[src/hw/top_event_pkg.sv]
// Constants shared by the top-level event flag block
package top_event_pkg;

  // ---------------------------------------------------------------
  // Register map
  // ---------------------------------------------------------------
  localparam int unsigned ADDR_W = 8;
  localparam int unsigned DATA_W = 8;
  localparam logic [7:0] ADDR_TOP_EVENT_FLAGS_A = 8'h19;
  localparam logic [7:0] ADDR_TOP_EVENT_FLAGS_B = 8'h1a;
  localparam logic [7:0] ADDR_TOP_LIVE_STATUS = 8'h1d;
  localparam logic [7:0] READ_ZERO = 8'h00;

  // ---------------------------------------------------------------
  // Field positions of top_event_flags_a
  // ---------------------------------------------------------------
  localparam int unsigned BIT_POWER_OK_LOSS = 7;
  localparam int unsigned BIT_RESERVED_A6 = 6;
  localparam int unsigned BIT_REG_SUMMARY = 5;
  localparam int unsigned BIT_EXT_CLOCK = 4;
  localparam int unsigned BIT_THERMAL_SD = 3;
  localparam int unsigned BIT_THERMAL_WARN = 2;
  localparam int unsigned BIT_OVERVOLTAGE = 1;
  localparam int unsigned BIT_MEAS_DONE = 0;

  // Field position of top_event_flags_b
  localparam int unsigned BIT_RESET_EVENT = 0;

  // Field positions of the live status register
  localparam int unsigned BIT_LIVE_POWER_OK = 7;
  localparam int unsigned BIT_LIVE_EXT_CLOCK = 4;
  localparam int unsigned BIT_LIVE_THERMAL_SD = 3;
  localparam int unsigned BIT_LIVE_THERMAL_WARN = 2;
  localparam int unsigned BIT_LIVE_OVERVOLTAGE = 1;

  // ---------------------------------------------------------------
  // Latched flag bank layout
  // ---------------------------------------------------------------
  localparam int unsigned NUM_FLAGS = 7;
  localparam int unsigned FL_MEAS = 0;
  localparam int unsigned FL_OVP = 1;
  localparam int unsigned FL_WARN = 2;
  localparam int unsigned FL_TSD = 3;
  localparam int unsigned FL_SYNC = 4;
  localparam int unsigned FL_POK = 5;
  localparam int unsigned FL_RST = 6;
  localparam logic [NUM_FLAGS-1:0] FLAGS_RESET = 7'h00;

  // ---------------------------------------------------------------
  // Timing
  // ---------------------------------------------------------------
  localparam int unsigned CLK_PERIOD_PS = 5000;
  localparam int unsigned STARTUP_TIME_NS = 1000;
  localparam int unsigned STARTUP_CYCLES =
    (STARTUP_TIME_NS * 1000 + CLK_PERIOD_PS - 1) / CLK_PERIOD_PS;
  localparam int unsigned NUM_REGULATORS = 2;

endpackage

[src/hw/pmic_top_event_flags.sv]
// Top-level latched event flags, protective actions and register access
`timescale 1ns/1ps
`default_nettype none

// What this block does
// - Power-ok output falling latches a flag, held until one is written.
// - Read-only summary bit is set while any regulator event is pending.
// - Latch external clock event when the sync clock appears or disappears.
// - Thermal shutdown latches a flag, stops regulators, pulls outputs low.
// - No regulator is enabled while the thermal shutdown flag is set.
// - Thermal warning latches a flag; a live bit tracks the condition.
// - Input overvoltage latches a flag, stops regulators, pulls outputs low.
// - Live overvoltage condition is a separate read-only status bit.
// - Bit 0 latches when a load current measurement result is ready.
// - Analog supply undervoltage or software restart sets the reset flag.
// - Restart stops regulators, restores defaults, reruns startup.
// - Reserved bit 6 reads zero; all event flags reset to zero.
module pmic_top_event_flags
  import top_event_pkg::*;
#(
  parameter int unsigned STARTUP_LEN = top_event_pkg::STARTUP_CYCLES
) (
  input wire logic i_clk,
  input wire logic i_rst_n,
  // Register access port
  input wire logic [top_event_pkg::ADDR_W-1:0] i_reg_addr,
  input wire logic i_reg_wr,
  input wire logic [top_event_pkg::DATA_W-1:0] i_reg_wdata,
  input wire logic i_reg_rd,
  output logic [top_event_pkg::DATA_W-1:0] o_reg_rdata,
  // Monitored conditions
  input wire logic i_power_ok_output,
  input wire logic i_sync_clk_present,
  input wire logic i_thermal_shutdown_live,
  input wire logic i_thermal_warning_live,
  input wire logic i_input_overvoltage_live,
  input wire logic i_meas_result_ready,
  input wire logic [top_event_pkg::DATA_W-1:0] i_regulator_events,
  input wire logic i_analog_supply_uv,
  input wire logic i_software_restart,
  // Regulator and general output control
  input wire logic [top_event_pkg::NUM_REGULATORS-1:0] i_regulator_en_req,
  input wire logic i_general_output_a_req,
  input wire logic i_general_output_b_req,
  output logic [top_event_pkg::NUM_REGULATORS-1:0] o_regulator_en,
  output logic o_general_output_a,
  output logic o_general_output_b,
  output logic o_startup_active
);
  import top_event_pkg::*;

  // ---------------------------------------------------------------
  // Parameter check
  // ---------------------------------------------------------------
  if (STARTUP_LEN < 1) begin : g_bad_startup
    $error("STARTUP_LEN must be at least one cycle");
  end

  // Restart masks assume the reset event flag is the top flag
  if (FL_RST != NUM_FLAGS - 1) begin : g_bad_flag_order
    $error("reset event flag must be the top flag of the bank");
  end

  // Every field position must fit inside one register word
  if (DATA_W <= BIT_POWER_OK_LOSS) begin : g_bad_data_w
    $error("DATA_W too narrow for the event fields");
  end

  localparam int unsigned CNT_W =
    (STARTUP_LEN > 1) ? $clog2(STARTUP_LEN + 1) : 1;
  localparam logic [CNT_W-1:0] CNT_ONE = CNT_W'(1);
  localparam logic [CNT_W-1:0] CNT_LOAD = CNT_W'(STARTUP_LEN);

  // ---------------------------------------------------------------
  // State
  // ---------------------------------------------------------------
  typedef enum logic [2:0] {
    SEQ_RESTART = 3'b001,
    SEQ_STARTUP = 3'b010,
    SEQ_RUN = 3'b100
  } seq_e;

  typedef struct packed {
    seq_e seq;
    logic [CNT_W-1:0] cnt;
    logic prev_pok;
    logic prev_sync;
    logic prev_tsd;
    logic prev_warn;
    logic prev_ovp;
    logic [NUM_REGULATORS-1:0] prev_req;
    logic [NUM_REGULATORS-1:0] reg_en;
    logic gpo_a;
    logic gpo_b;
    logic startup;
    logic [DATA_W-1:0] rdata;
  } state_s;

  state_s state;
  state_s next_state;

  logic [NUM_FLAGS-1:0] flag_set;
  logic [NUM_FLAGS-1:0] flag_clr;
  logic [NUM_FLAGS-1:0] flags;
  logic [DATA_W-1:0] reg_a_view;
  logic [DATA_W-1:0] reg_b_view;
  logic [DATA_W-1:0] live_view;
  logic restart_req;
  logic restarting;
  logic fault_event;
  logic wr_a;
  logic wr_b;

  // ---------------------------------------------------------------
  // Event detection
  // ---------------------------------------------------------------
  // Restart source: supply undervoltage or software request
  assign restart_req = i_analog_supply_uv | i_software_restart;
  assign restarting = restart_req | (state.seq == SEQ_RESTART);
  assign wr_a = i_reg_wr & (i_reg_addr == ADDR_TOP_EVENT_FLAGS_A);
  assign wr_b = i_reg_wr & (i_reg_addr == ADDR_TOP_EVENT_FLAGS_B);

  // Hardware set terms for each latched flag
  always_comb begin
    flag_set = '0;
    flag_set[FL_POK] = state.prev_pok & ~i_power_ok_output;
    flag_set[FL_SYNC] = state.prev_sync ^ i_sync_clk_present;
    flag_set[FL_TSD] = ~state.prev_tsd & i_thermal_shutdown_live;
    flag_set[FL_WARN] = ~state.prev_warn & i_thermal_warning_live;
    flag_set[FL_OVP] = ~state.prev_ovp & i_input_overvoltage_live;
    flag_set[FL_MEAS] = i_meas_result_ready;
    flag_set[FL_RST] = restart_req;
    if (restarting) begin
      flag_set[FL_RST-1:0] = '0;
    end
  end

  // Write-one clears; a restart returns the other flags to default
  always_comb begin
    flag_clr = '0;
    if (wr_a) begin
      flag_clr[FL_POK] = i_reg_wdata[BIT_POWER_OK_LOSS];
      flag_clr[FL_SYNC] = i_reg_wdata[BIT_EXT_CLOCK];
      flag_clr[FL_TSD] = i_reg_wdata[BIT_THERMAL_SD];
      flag_clr[FL_WARN] = i_reg_wdata[BIT_THERMAL_WARN];
      flag_clr[FL_OVP] = i_reg_wdata[BIT_OVERVOLTAGE];
      flag_clr[FL_MEAS] = i_reg_wdata[BIT_MEAS_DONE];
    end
    if (wr_b) begin
      flag_clr[FL_RST] = i_reg_wdata[BIT_RESET_EVENT];
    end
    if (restarting) begin
      flag_clr[FL_RST-1:0] = '1;
    end
  end

  event_flag_bank #(
    .WIDTH(NUM_FLAGS)
  ) u_flags (
    .i_clk(i_clk),
    .i_rst_n(i_rst_n),
    .i_set(flag_set),
    .i_clr(flag_clr),
    .o_flag(flags)
  );

  // Shutdown or overvoltage arriving this cycle
  assign fault_event = flag_set[FL_TSD] | flag_set[FL_OVP];

  // ---------------------------------------------------------------
  // Register views
  // ---------------------------------------------------------------
  always_comb begin
    reg_a_view = READ_ZERO;
    reg_a_view[BIT_POWER_OK_LOSS] = flags[FL_POK];
    reg_a_view[BIT_RESERVED_A6] = 1'b0;
    reg_a_view[BIT_REG_SUMMARY] = |i_regulator_events;
    reg_a_view[BIT_EXT_CLOCK] = flags[FL_SYNC];
    reg_a_view[BIT_THERMAL_SD] = flags[FL_TSD];
    reg_a_view[BIT_THERMAL_WARN] = flags[FL_WARN];
    reg_a_view[BIT_OVERVOLTAGE] = flags[FL_OVP];
    reg_a_view[BIT_MEAS_DONE] = flags[FL_MEAS];
    reg_b_view = READ_ZERO;
    reg_b_view[BIT_RESET_EVENT] = flags[FL_RST];
  end

  // Live conditions, kept apart from the latched flags
  always_comb begin
    live_view = READ_ZERO;
    live_view[BIT_LIVE_POWER_OK] = i_power_ok_output;
    live_view[BIT_LIVE_EXT_CLOCK] = ~i_sync_clk_present;
    live_view[BIT_LIVE_THERMAL_SD] = i_thermal_shutdown_live;
    live_view[BIT_LIVE_THERMAL_WARN] = i_thermal_warning_live;
    live_view[BIT_LIVE_OVERVOLTAGE] = i_input_overvoltage_live;
  end

  // ---------------------------------------------------------------
  // Next-state logic
  // ---------------------------------------------------------------
  always_comb begin
    next_state = state;
    next_state.prev_pok = i_power_ok_output;
    next_state.prev_sync = i_sync_clk_present;
    next_state.prev_tsd = i_thermal_shutdown_live;
    next_state.prev_warn = i_thermal_warning_live;
    next_state.prev_ovp = i_input_overvoltage_live;
    next_state.prev_req = i_regulator_en_req;

    // Restart and startup sequencing
    case (state.seq)
      SEQ_RESTART: begin
        if (!restart_req) begin
          next_state.seq = SEQ_STARTUP;
          next_state.cnt = CNT_LOAD;
        end
      end
      SEQ_STARTUP: begin
        if (restart_req) begin
          next_state.seq = SEQ_RESTART;
        end else if (state.cnt == CNT_ONE) begin
          next_state.seq = SEQ_RUN;
          next_state.cnt = '0;
        end else begin
          next_state.cnt = state.cnt - CNT_ONE;
        end
      end
      SEQ_RUN: begin
        if (restart_req) begin
          next_state.seq = SEQ_RESTART;
        end
      end
      default: begin
        next_state.seq = SEQ_RESTART;
      end
    endcase
    next_state.startup = (next_state.seq != SEQ_RUN);

    // Regulator enables: turn on at a request edge, off when dropped
    next_state.reg_en = (state.reg_en | (i_regulator_en_req & ~state.prev_req))
      & i_regulator_en_req;
    if (flags[FL_TSD]) begin
      next_state.reg_en = state.reg_en & i_regulator_en_req;
    end
    if (fault_event) begin
      next_state.reg_en = '0;
    end
    if (restarting || next_state.seq != SEQ_RUN) begin
      next_state.reg_en = '0;
    end

    // General outputs held low while a protective fault is latched
    if (fault_event || flags[FL_TSD] || flags[FL_OVP] || restarting) begin
      next_state.gpo_a = 1'b0;
      next_state.gpo_b = 1'b0;
    end else begin
      next_state.gpo_a = i_general_output_a_req;
      next_state.gpo_b = i_general_output_b_req;
    end

    // Read data, zero for unmapped addresses
    if (i_reg_rd) begin
      case (i_reg_addr)
        ADDR_TOP_EVENT_FLAGS_A: next_state.rdata = reg_a_view;
        ADDR_TOP_EVENT_FLAGS_B: next_state.rdata = reg_b_view;
        ADDR_TOP_LIVE_STATUS: next_state.rdata = live_view;
        default: next_state.rdata = READ_ZERO;
      endcase
    end
  end

  // ---------------------------------------------------------------
  // State register
  // ---------------------------------------------------------------
  always_ff @(posedge i_clk) begin
    if (!i_rst_n) begin
      state.seq <= SEQ_RESTART;
      state.cnt <= '0;
      state.prev_pok <= 1'b0;
      state.prev_sync <= 1'b0;
      state.prev_tsd <= 1'b0;
      state.prev_warn <= 1'b0;
      state.prev_ovp <= 1'b0;
      state.prev_req <= '0;
      state.reg_en <= '0;
      state.gpo_a <= 1'b0;
      state.gpo_b <= 1'b0;
      state.startup <= 1'b1;
      state.rdata <= READ_ZERO;
    end else begin
      state <= next_state;
    end
  end

  // Outputs straight from flip-flops
  assign o_reg_rdata = state.rdata;
  assign o_regulator_en = state.reg_en;
  assign o_general_output_a = state.gpo_a;
  assign o_general_output_b = state.gpo_b;
  assign o_startup_active = state.startup;

endmodule // pmic_top_event_flags

`default_nettype wire

[src/hw/event_flag_bank.sv]
// Bank of sticky event flags, set by hardware and cleared by writing one
`timescale 1ns/1ps
`default_nettype none

module event_flag_bank #(
  parameter int unsigned WIDTH = 7
) (
  input wire logic i_clk,
  input wire logic i_rst_n,
  input wire logic [WIDTH-1:0] i_set,
  input wire logic [WIDTH-1:0] i_clr,
  output logic [WIDTH-1:0] o_flag
);

  typedef struct packed {
    logic [WIDTH-1:0] flag;
  } state_s;

  state_s state;
  state_s next_state;

  // Width check
  if (WIDTH < 1) begin : g_bad_width
    $error("event_flag_bank needs at least one flag");
  end

  // ---------------------------------------------------------------
  // Per-flag update: set has priority over clear
  // ---------------------------------------------------------------
  always_comb begin
    next_state = state;
    for (int unsigned k = 0; k < WIDTH; k++) begin
      next_state.flag[k] = i_set[k] | (state.flag[k] & ~i_clr[k]);
    end
  end

  // Register stage, all flags clear at reset
  always_ff @(posedge i_clk) begin
    if (!i_rst_n) begin
      state.flag <= '0;
    end else begin
      state <= next_state;
    end
  end

  assign o_flag = state.flag;

endmodule // event_flag_bank

`default_nettype wire

[config.mk]
export PLATFORM = sky130hd
export DESIGN_NAME = pmic_top_event_flags
export DESIGN_NICKNAME = d
export VERILOG_FILES = /design/src/hw/top_event_pkg.sv /design/src/hw/pmic_top_event_flags.sv /design/src/hw/event_flag_bank.sv
export SDC_FILE = /design/constraint.sdc
export NUM_CORES = 1
export LEC_CHECK = 0
export BUFFER_PORTS_ARGS = -buffer_cell sky130_fd_sc_hd__buf_4
export CELL_PAD_IN_SITES_DETAIL_PLACEMENT = 1
export CELL_PAD_IN_SITES_GLOBAL_PLACEMENT = 2
export CORE_UTILIZATION = 32
export DETAILED_ROUTE_END_ITERATION = 10
export PLACE_DENSITY = 0.85
export SLEW_MARGIN = 20
export SYNTH_ARGS = -nofsm -noshare
export SYNTH_HDL_FRONTEND = slang
export SYNTH_SLANG_ARGS = --single-unit
export TNS_END_PERCENT = 100
[constraint.sdc]
create_clock -name i_clk -period 4.3 [get_ports i_clk]
set_clock_uncertainty 0.1 [all_clocks]
set_input_delay 0.215 -clock i_clk [delete_from_list [all_inputs] [get_ports i_clk]]
set_output_delay 0.215 -clock i_clk [all_outputs]
set_load 0.01 [all_outputs]
==> flow_metrics.py, run 1 <==
metrics = {
    "drt": {
        "ant_nets": 0,
        "vias_per_cell": 5.003,
        "wire_per_inst_um": 14.05,
        "drt-total-wl_um": 4354,
        "drc_errors": 0,
        "vias": 1551,
        "drt_iter0_markers": 42,
        "firstDrtPassIters": 4,
    },
    "place": {
        "placedCellCount": 302,
        "place.gp.congestion": 0.7734,
        "port_buffers": 49,
        "post-dp-hpwl_um": 3293,
        "dpl_cell_area_mm2": 0.002135,
        "place_ws_ns": 2.545,
    },
    "sta": {
        "finalCritPeriodShare_pct": 40.75,
        "layout_min_cycle_time_ns": 1.752,
        "setup_viol": 0,
        "rsz0062_at_grt": "no",
        "finalSetupTns_ns": 0,
        "slew_viol_final": 0,
        "setup_slack_ns": 2.548,
        "fmax_mhz": 570.7,
        "hold_viol_final": 0,
    },
    "worst_setup_path": {
        "crit_path_max_fanout": 5,
        "crit_path_end_kind": "register",
        "cp_slowest_cell": "dfxtp_1",
        "cp-start-kind": "register",
        "path_class": "reg2reg",
        "r2r_setup_slack_ns": 2.55,
        "crit_path_max_incr_delay_ns": 0.42,
        "critPathRequiredTime_ns": 4.38,
        "cp.arrival_ns": 1.83,
        "critical_path.cell_chain": "ha_1 -> nor4b_4 -> nand4b_1 -> a21o_1 -> or2_1",
    },
    "clocking": {
        "postCtsHoldBufs": 0,
        "h-tree-depth": 2,
        "path_clk_slew_ns": 0.07,
        "clockBufferDepth": 2,
        "clock_latency_ns": 0.29,
        "cts_resized": 0,
        "clock_sinks": 37,
        "ctsRootBufferMaster": "clkbuf_8",
        "cts_setup_buffers": 0,
        "numCtsBuffers": 5,
        "cts_tree": "built",
    },
    "global_routing": {
        "grt_usage_pct": 15.95,
        "grt_max_degree": 21,
        "grt_antenna_before_repair": 0,
        "grt_pass1_vias": 1573,
        "overflow": 0,
        "grt_pass1_wl_um": 7431,
    },
    "synthesis": {
        "avgSynthCellArea_um2": 8.985,
        "postSynthNetCount": 241,
        "synth_flop_cell": "dfxtp_1",
        "synth-edff-count": 0,
        "syn_area_mm2": 0.001788,
        "ys_types": 53,
        "yosysWarningCount": 0,
        "synthCells": 199,
        "synth-seq-cells": 37,
        "synthArstFlopShare_pct": 0,
        "seq_area_frac_synth_pct": 41.43,
    },
    "layout": {
        "drive_gt1_share_pct": 25.42,
        "fin_cells": 310,
        "num-fill-cells": 633,
        "design_area_mm2": 0.002251,
        "area_delta_synth_final_pct": 25.89,
        "nNetsFinal": 281,
        "antenna_cells": 0,
        "postLayoutCoreUtil_pct": 42.98,
    },
    "die": {
        "pin_count": 53,
        "start_util_pct": 34.14,
        "die_area_mm2": 0.005891,
        "die_w_um": 76.75,
        "fp-row-count": 26,
        "die_h_um": 76.75,
        "core_mm2": 0.005238,
    },
    "status": {
        "status": "finished clean",
    },
    "run": {
        "cap_violations": 0,
    },
    "pwr": {
        "powerDensity_mw_per_mm2": 328.7,
        "p_leak_nw": 0.9164,
        "vdd_drop_max_mv": 0.1514,
    },
    "hold_path": {
        "worstHoldPathType": "in2reg",
    },
}
-- cell type report --
cell class	instances	area [µm²]	share of cell area, %
clock inverter	1	30.03	1.334
clock buffer	7	86.33	3.835
inverter	8	30.03	1.334
multi-input combinational	138	908.4	40.36
tap	70	87.58	3.891
sequential	37	740.7	32.91
timing repair buffer	49	367.9	16.34
-- kinds of logic (layout without fill, tap and decap cells) --
kind of cell	count (synthesis)	count (layout)	share of synthesized area, %
DFF	37	37	41.43
adders and majority gates	2	2	1.399
other	1	1	0.2097
and+or+nand+nor	81	81	27.85
buffers and inverters	24	65	7.767
AOI/OAI and AO/OA	48	48	17.99
xor gates and xnor gates	1	1	0.4899
muxes	5	5	2.869
-- flip-flops by register name (all words and copies together), names as in the netlist --
name	cells
o_general_output_a	1
o_general_output_b	1
o_reg_rdata	7
o_regulator_en	2
o_startup_active	1
state	18
u_flags.o_flag	7
-- Yosys cell counts (all sizes together), types with 2 or more instances --
library cell | n | area [µm²]
buf | 14 | 101.3
mux2i | 4 | 40.04
a21oi | 11 | 55.05
a2bb2oi | 4 | 35.03
o41ai | 2 | 17.52
and4b | 2 | 20.02
nand3 | 3 | 15.01
nand3b | 4 | 30.03
dfxtp | 37 | 740.7
nor4 | 2 | 12.51
nand2 | 16 | 60.06
ha | 2 | 25.02
a21boi | 3 | 22.52
and2 | 9 | 56.30
nor3 | 5 | 47.54
nand4 | 2 | 12.51
and3 | 2 | 12.51
clkbuf | 2 | 7.510
nand2b | 5 | 31.28
o211ai | 2 | 15.01
inv | 7 | 26.28
a31oi | 2 | 12.51
o21ai | 11 | 55.05
nor4b | 2 | 47.55
nor2 | 16 | 60.06
nor2b | 6 | 37.54
and4 | 2 | 17.52
-- placed cells by master (no fill, tap or decap), types with 3 or more instances in the layout --
cell and n:
o21ai_0 8, inv_1 7, nor2b_1 6, buf_4 49
nand3b_1 4, a2bb2oi_1 4, a21oi_1 11, o21ai_1 3
nand2_1 16, mux2i_1 4, dfxtp_1 37, nand3_1 3
and2_1 9, clkbuf_8 6, nor3_1 3, a21boi_1 3
nor2_1 16, nand2b_1 5
-- stage by stage --
| step | hold WS (ns) | total power (W) |
|---|---|---|
| 2_1_floorplan | 0.2367 | 0.0003978 |
| 6_report | 0.03492 | 0.0007399 |
| 3_5_place_dp | 0.3328 | 0.0004373 |
| 5_1_grt | 0.03087 | 0.0007747 |
| 3_3_place_gp | 0.3290 | 0.0004358 |
| 4_1_cts | 0.02889 | 0.0007528 |
-- metal layers --
layer | vias to the layer above | routed length (µm) | track usage (%)
li1 | 778 | - | -
met1 | 738 | 2133 | 20.88
met2 | 28 | 2007 | 25.09
met3 | 7 | 146 | 3.452
met4 | 0 | 67 | 6.731
met5 | - | 0 | 0
-- critical path, delay by kind of cell, from the launching register on --
family	cells	cell delay (ns)
adder cells (fa/ha/maj)	1	0.23
AND/OR/NAND/NOR	3	0.66
AO/OA/AOI/OAI	1	0.23
flip-flops	1	0.42
-- power breakdown --
group	switching, W	internal (W)
clock	0.000122	0.000189
combinational	0.0000333	0.0000389
sequential	0.00000621	0.000350
total	0.000161	0.000578
-- worst paths after layout --
kind	startpoint	endpoint	depth (start not counted)
worst max-delay path	state[20]$_SDFFE_PN0P_	o_startup_active$_SDFF_PN1_	5
worst min-delay path	i_regulator_en_req[1]	state[14]$_SDFF_PN0_	2
worst max register to register	state[20]$_SDFFE_PN0P_	o_startup_active$_SDFF_PN1_	5
worst min register to register	u_flags.o_flag[5]$_SDFF_PN0_	u_flags.o_flag[5]$_SDFF_PN0_	2
Power figures use the tool's default switching activity.
==> inputs of run 2 (changes only) <==
- ABC_AREA: default -> 1
- CORE_UTILIZATION: 32 -> 25
- PLACE_DENSITY: 0.85 -> 0.76
- clock period: 4.3 -> 1.45 ns (I/O delays scaled with it)
==> run 2 against run 1 <==
Synthesized cell count is 39% higher. Wire length is 10% higher. Critical path type unchanged. Power grew to 2.9 times the previous value. First-iteration DRC count is 45% lower. Fmax is 27% higher. Critical endpoint is now state[25]$_SDFFE_PN0P_.
==> flow_metrics.py, run 2 <==
metrics = {
    "die": {
        "die_w_um": 89.34,
        "core_mm2": 0.007331,
        "fp-row-count": 31,
        "pin_count": 53,
        "start_util_pct": 26.01,
        "die_area_mm2": 0.007981,
        "die_h_um": 89.34,
    },
    "pwr": {
        "p_leak_nw": 1.216,
        "p_comb_share_pct": 13.5,
        "powerDensity_mw_per_mm2": 813.6,
        "seqPwrFrac_pct": 49.8,
        "swShare_pct": 25.70,
        "vdd_drop_max_mv": 0.2276,
        "pwr-share-clk_pct": 36.7,
        "p_sw_w": 0.0005435,
        "power_w": 0.002115,
        "p_int_w": 0.001572,
    },
    "synthesis": {
        "avgSynthCellArea_um2": 6.909,
        "synth_flop_cell": "dfxtp_1",
        "synthArstFlopShare_pct": 0,
        "synth_top_cell_area_share_pct": 38.85,
        "synth_top_area_cell": "dfxtp_1",
        "synthCells": 276,
        "ys_types": 23,
        "postSynthNetCount": 318,
        "seq_area_frac_synth_pct": 38.85,
        "netlist_top_cells_area": "dfxtp_1 (39%), nand2_1 (13%), inv_1 (8.3%)",
        "yosys-top-cells-count": "nand2_1 (67), inv_1 (42), dfxtp_1 (37), nor2_1 (23), nand3_1 (22)",
        "yosysWarningCount": 0,
        "synth-edff-count": 0,
        "synth-seq-cells": 37,
        "syn_area_mm2": 0.001907,
        "synth.most_common_cell": "nand2_1",
    },
    "sta": {
        "fmax_mhz": 723.1,
        "setup_viol": 0,
        "hold_viol_final": 0,
        "rsz0062_at_grt": "no",
        "slew_viol_final": 0,
        "finalCritPeriodShare_pct": 95.38,
        "layout_min_cycle_time_ns": 1.383,
        "finalSetupTns_ns": 0,
    },
    "drt": {
        "drt-total-wl_um": 4801,
        "vias_per_cell": 4.144,
        "firstDrtPassIters": 4,
        "ant_nets": 0,
        "drt_iter0_markers": 23,
        "vias": 1811,
        "drc_errors": 0,
        "wire_per_inst_um": 10.99,
    },
    "worst_setup_path": {
        "worstRegToRegCells": 7,
        "cp.arrival_ns": 1.51,
        "critical_path.top_delay_family": "simple AND/OR/NAND/NOR gates",
        "r2r_end": "state[25]$_SDFFE_PN0P_",
        "critPathRequiredTime_ns": 1.58,
        "r2r_start": "state[21]$_SDFFE_PN0P_",
        "path_class": "reg2reg",
        "cp_num_buf_inv": 1,
        "r2r_setup_slack_ns": 0.07,
        "crit_path_max_fanout": 6,
        "crit_path_max_incr_delay_ns": 0.35,
        "crit_path_end_kind": "register",
        "critical_path.cell_chain": "inv_1 -> ha_1 -> nand2_1 -> nor2_4 -> nor2_4 -> nand3_2 -> a21oi_2",
        "critPathMostFrequentCell": "nor2_4",
        "cp-start-kind": "register",
        "cp_slowest_cell": "dfxtp_1",
        "startpoint": "state[21]$_SDFFE_PN0P_",
    },
    "place": {
        "place.gp.congestion": 0.7601,
        "port_buffers": 49,
        "post-dp-hpwl_um": 3735,
    },
    "clocking": {
        "cts_tree": "built",
        "clock_sinks": 37,
        "ctsRootBufferMaster": "clkbuf_8",
        "path_clk_slew_ns": 0.08,
        "h-tree-depth": 2,
        "clock_latency_ns": 0.30,
        "clockBufferDepth": 2,
        "numCtsBuffers": 5,
    },
    "layout": {
        "largest_register": "state",
        "largest_reg_flops": 18,
        "antenna_cells": 0,
        "final_cell_mix": "nand2_1 (65), buf_4 (55), inv_1 (42), dfxtp_1 (37)",
        "area_delta_synth_final_pct": 36.35,
        "num-fill-cells": 920,
        "drive_gt1_share_pct": 27.22,
        "final_common_cell": "nand2_1",
        "nNetsFinal": 379,
    },
    "global_routing": {
        "grt_antenna_before_repair": 0,
        "grt_pass1_vias": 1830,
        "overflow": 0,
        "grt_pass1_wl_um": 7921,
        "grt_usage_pct": 13.12,
        "grt_max_degree": 21,
    },
    "hold_path": {
        "worstHoldEndpoint": "u_flags.o_flag[6]$_SDFF_PN0_",
        "hp-start": "i_reg_wdata[0]",
        "worstHoldPathType": "in2reg",
        "hold_depth": 4,
    },
    "run": {
        "cap_violations": 0,
    },
    "status": {
        "status": "finished clean",
    },
}
==> run 2: cell types whose count changed in the layout (fill, tap and decap cells not counted), moves of 6 or more <==
cell           before  now
nand2_1            16   65
inv_1               7   42
nand3_1             3   22
dlygate4sd3_1       0   16
a21oi_1            11   20
and2_1              9    0
nand4_1             2   11
nand2_2             0    7
buf_4              49   55
nand3_2             0    6
nor2_1             16   22
nor2b_1             6    0
==> run 2: metrics by stage <==
step	area [µm²]	utilization, %	hold slack, ns	instances	setup slack (ns)
2_1_floorplan	1907	-	0.06595	276	0.2326
3_3_place_gp	2326	31.73	0.1585	412	0.1162
3_5_place_dp	2326	31.73	0.1635	412	0.08283
4_1_cts	2582	35.23	-0.02310	436	0.02027
5_1_grt	2600	35.47	0.02299	437	0.0005931
6_report	2600	35.47	0.01308	437	0.06703
==> run 2: area by class of cell <==
cell class	count	area [µm²]	area share [%]
multi-input cells	176	893.4	34.36
well taps	99	123.9	4.764
repair buffers	71	573.1	22.04
inverters	46	172.7	6.641
flip-flops and latches	37	740.7	28.49
clock buffers	6	82.58	3.176
clock inverters	2	13.76	0.5294
==> run 2: cell families (layout without fill, tap and decap cells) <==
group	Yosys count	after routing	share of synthesized area, %
AO/OA/AOI/OAI	29	29	8.203
XOR/XNOR	1	1	0.4594
adder cells (fa/ha/maj)	2	2	1.312
buffers and inverters	63	125	14.83
flip-flops	37	37	38.85
other	1	1	0.1967
AND/OR/NAND/NOR	143	143	36.15
==> run 2: worst max path at each step <==
| stage | end | slack (ns) | cells past startpoint |
|---|---|---|---|
| 2_1_floorplan | state[24]$_SDFFE_PN0P_ | 0.23 | 7 |
| 3_3_place_gp | state[24]$_SDFFE_PN0P_ | 0.12 | 7 |
| 3_5_place_dp | state[24]$_SDFFE_PN0P_ | 0.08 | 7 |
| 4_1_cts | state[26]$_SDFFE_PN0P_ | 0.02 | 7 |
| 5_1_grt | state[25]$_SDFFE_PN0P_ | 0.0006 | 7 |
| 6_report | state[25]$_SDFFE_PN0P_ | 0.07 | 7 |
==> run 2: power by group through the flow <==
stage	Combinational, W	Sequential [W]	Clock, W
floorplan	0.000128	0.00107	0
global placement	0.000248	0.00108	0
detailed placement	0.000252	0.00108	0
CTS	0.000288	0.00105	0.000816
global route	0.000323	0.00106	0.000865
finish	0.000287	0.00105	0.000776
==> run 2: tightest hold or removal path, cell delays in order <==
cell,delay [ns]
buf_4,0.08
nand4_1,0.09
nand2_1,0.07
a21oi_1,0.05
==> run 2: timing repair <==
item / in CTS / in global routing
resized for setup: 0 / 4
endpoints found under the setup margin: 0 / 9
hold buffers: 16 / 0
setup buffers: 0 / 2
hold endpoints to repair: 25 / 0
==> run 2: layer usage <==
layer	track usage [%]	vias to the layer above	share of wire, %
met1	15.26	795	47
li1	-	971	-
met5	0	-	0
met4	4.762	0	1.6
met2	23.46	37	47
met3	3.047	8	4.5
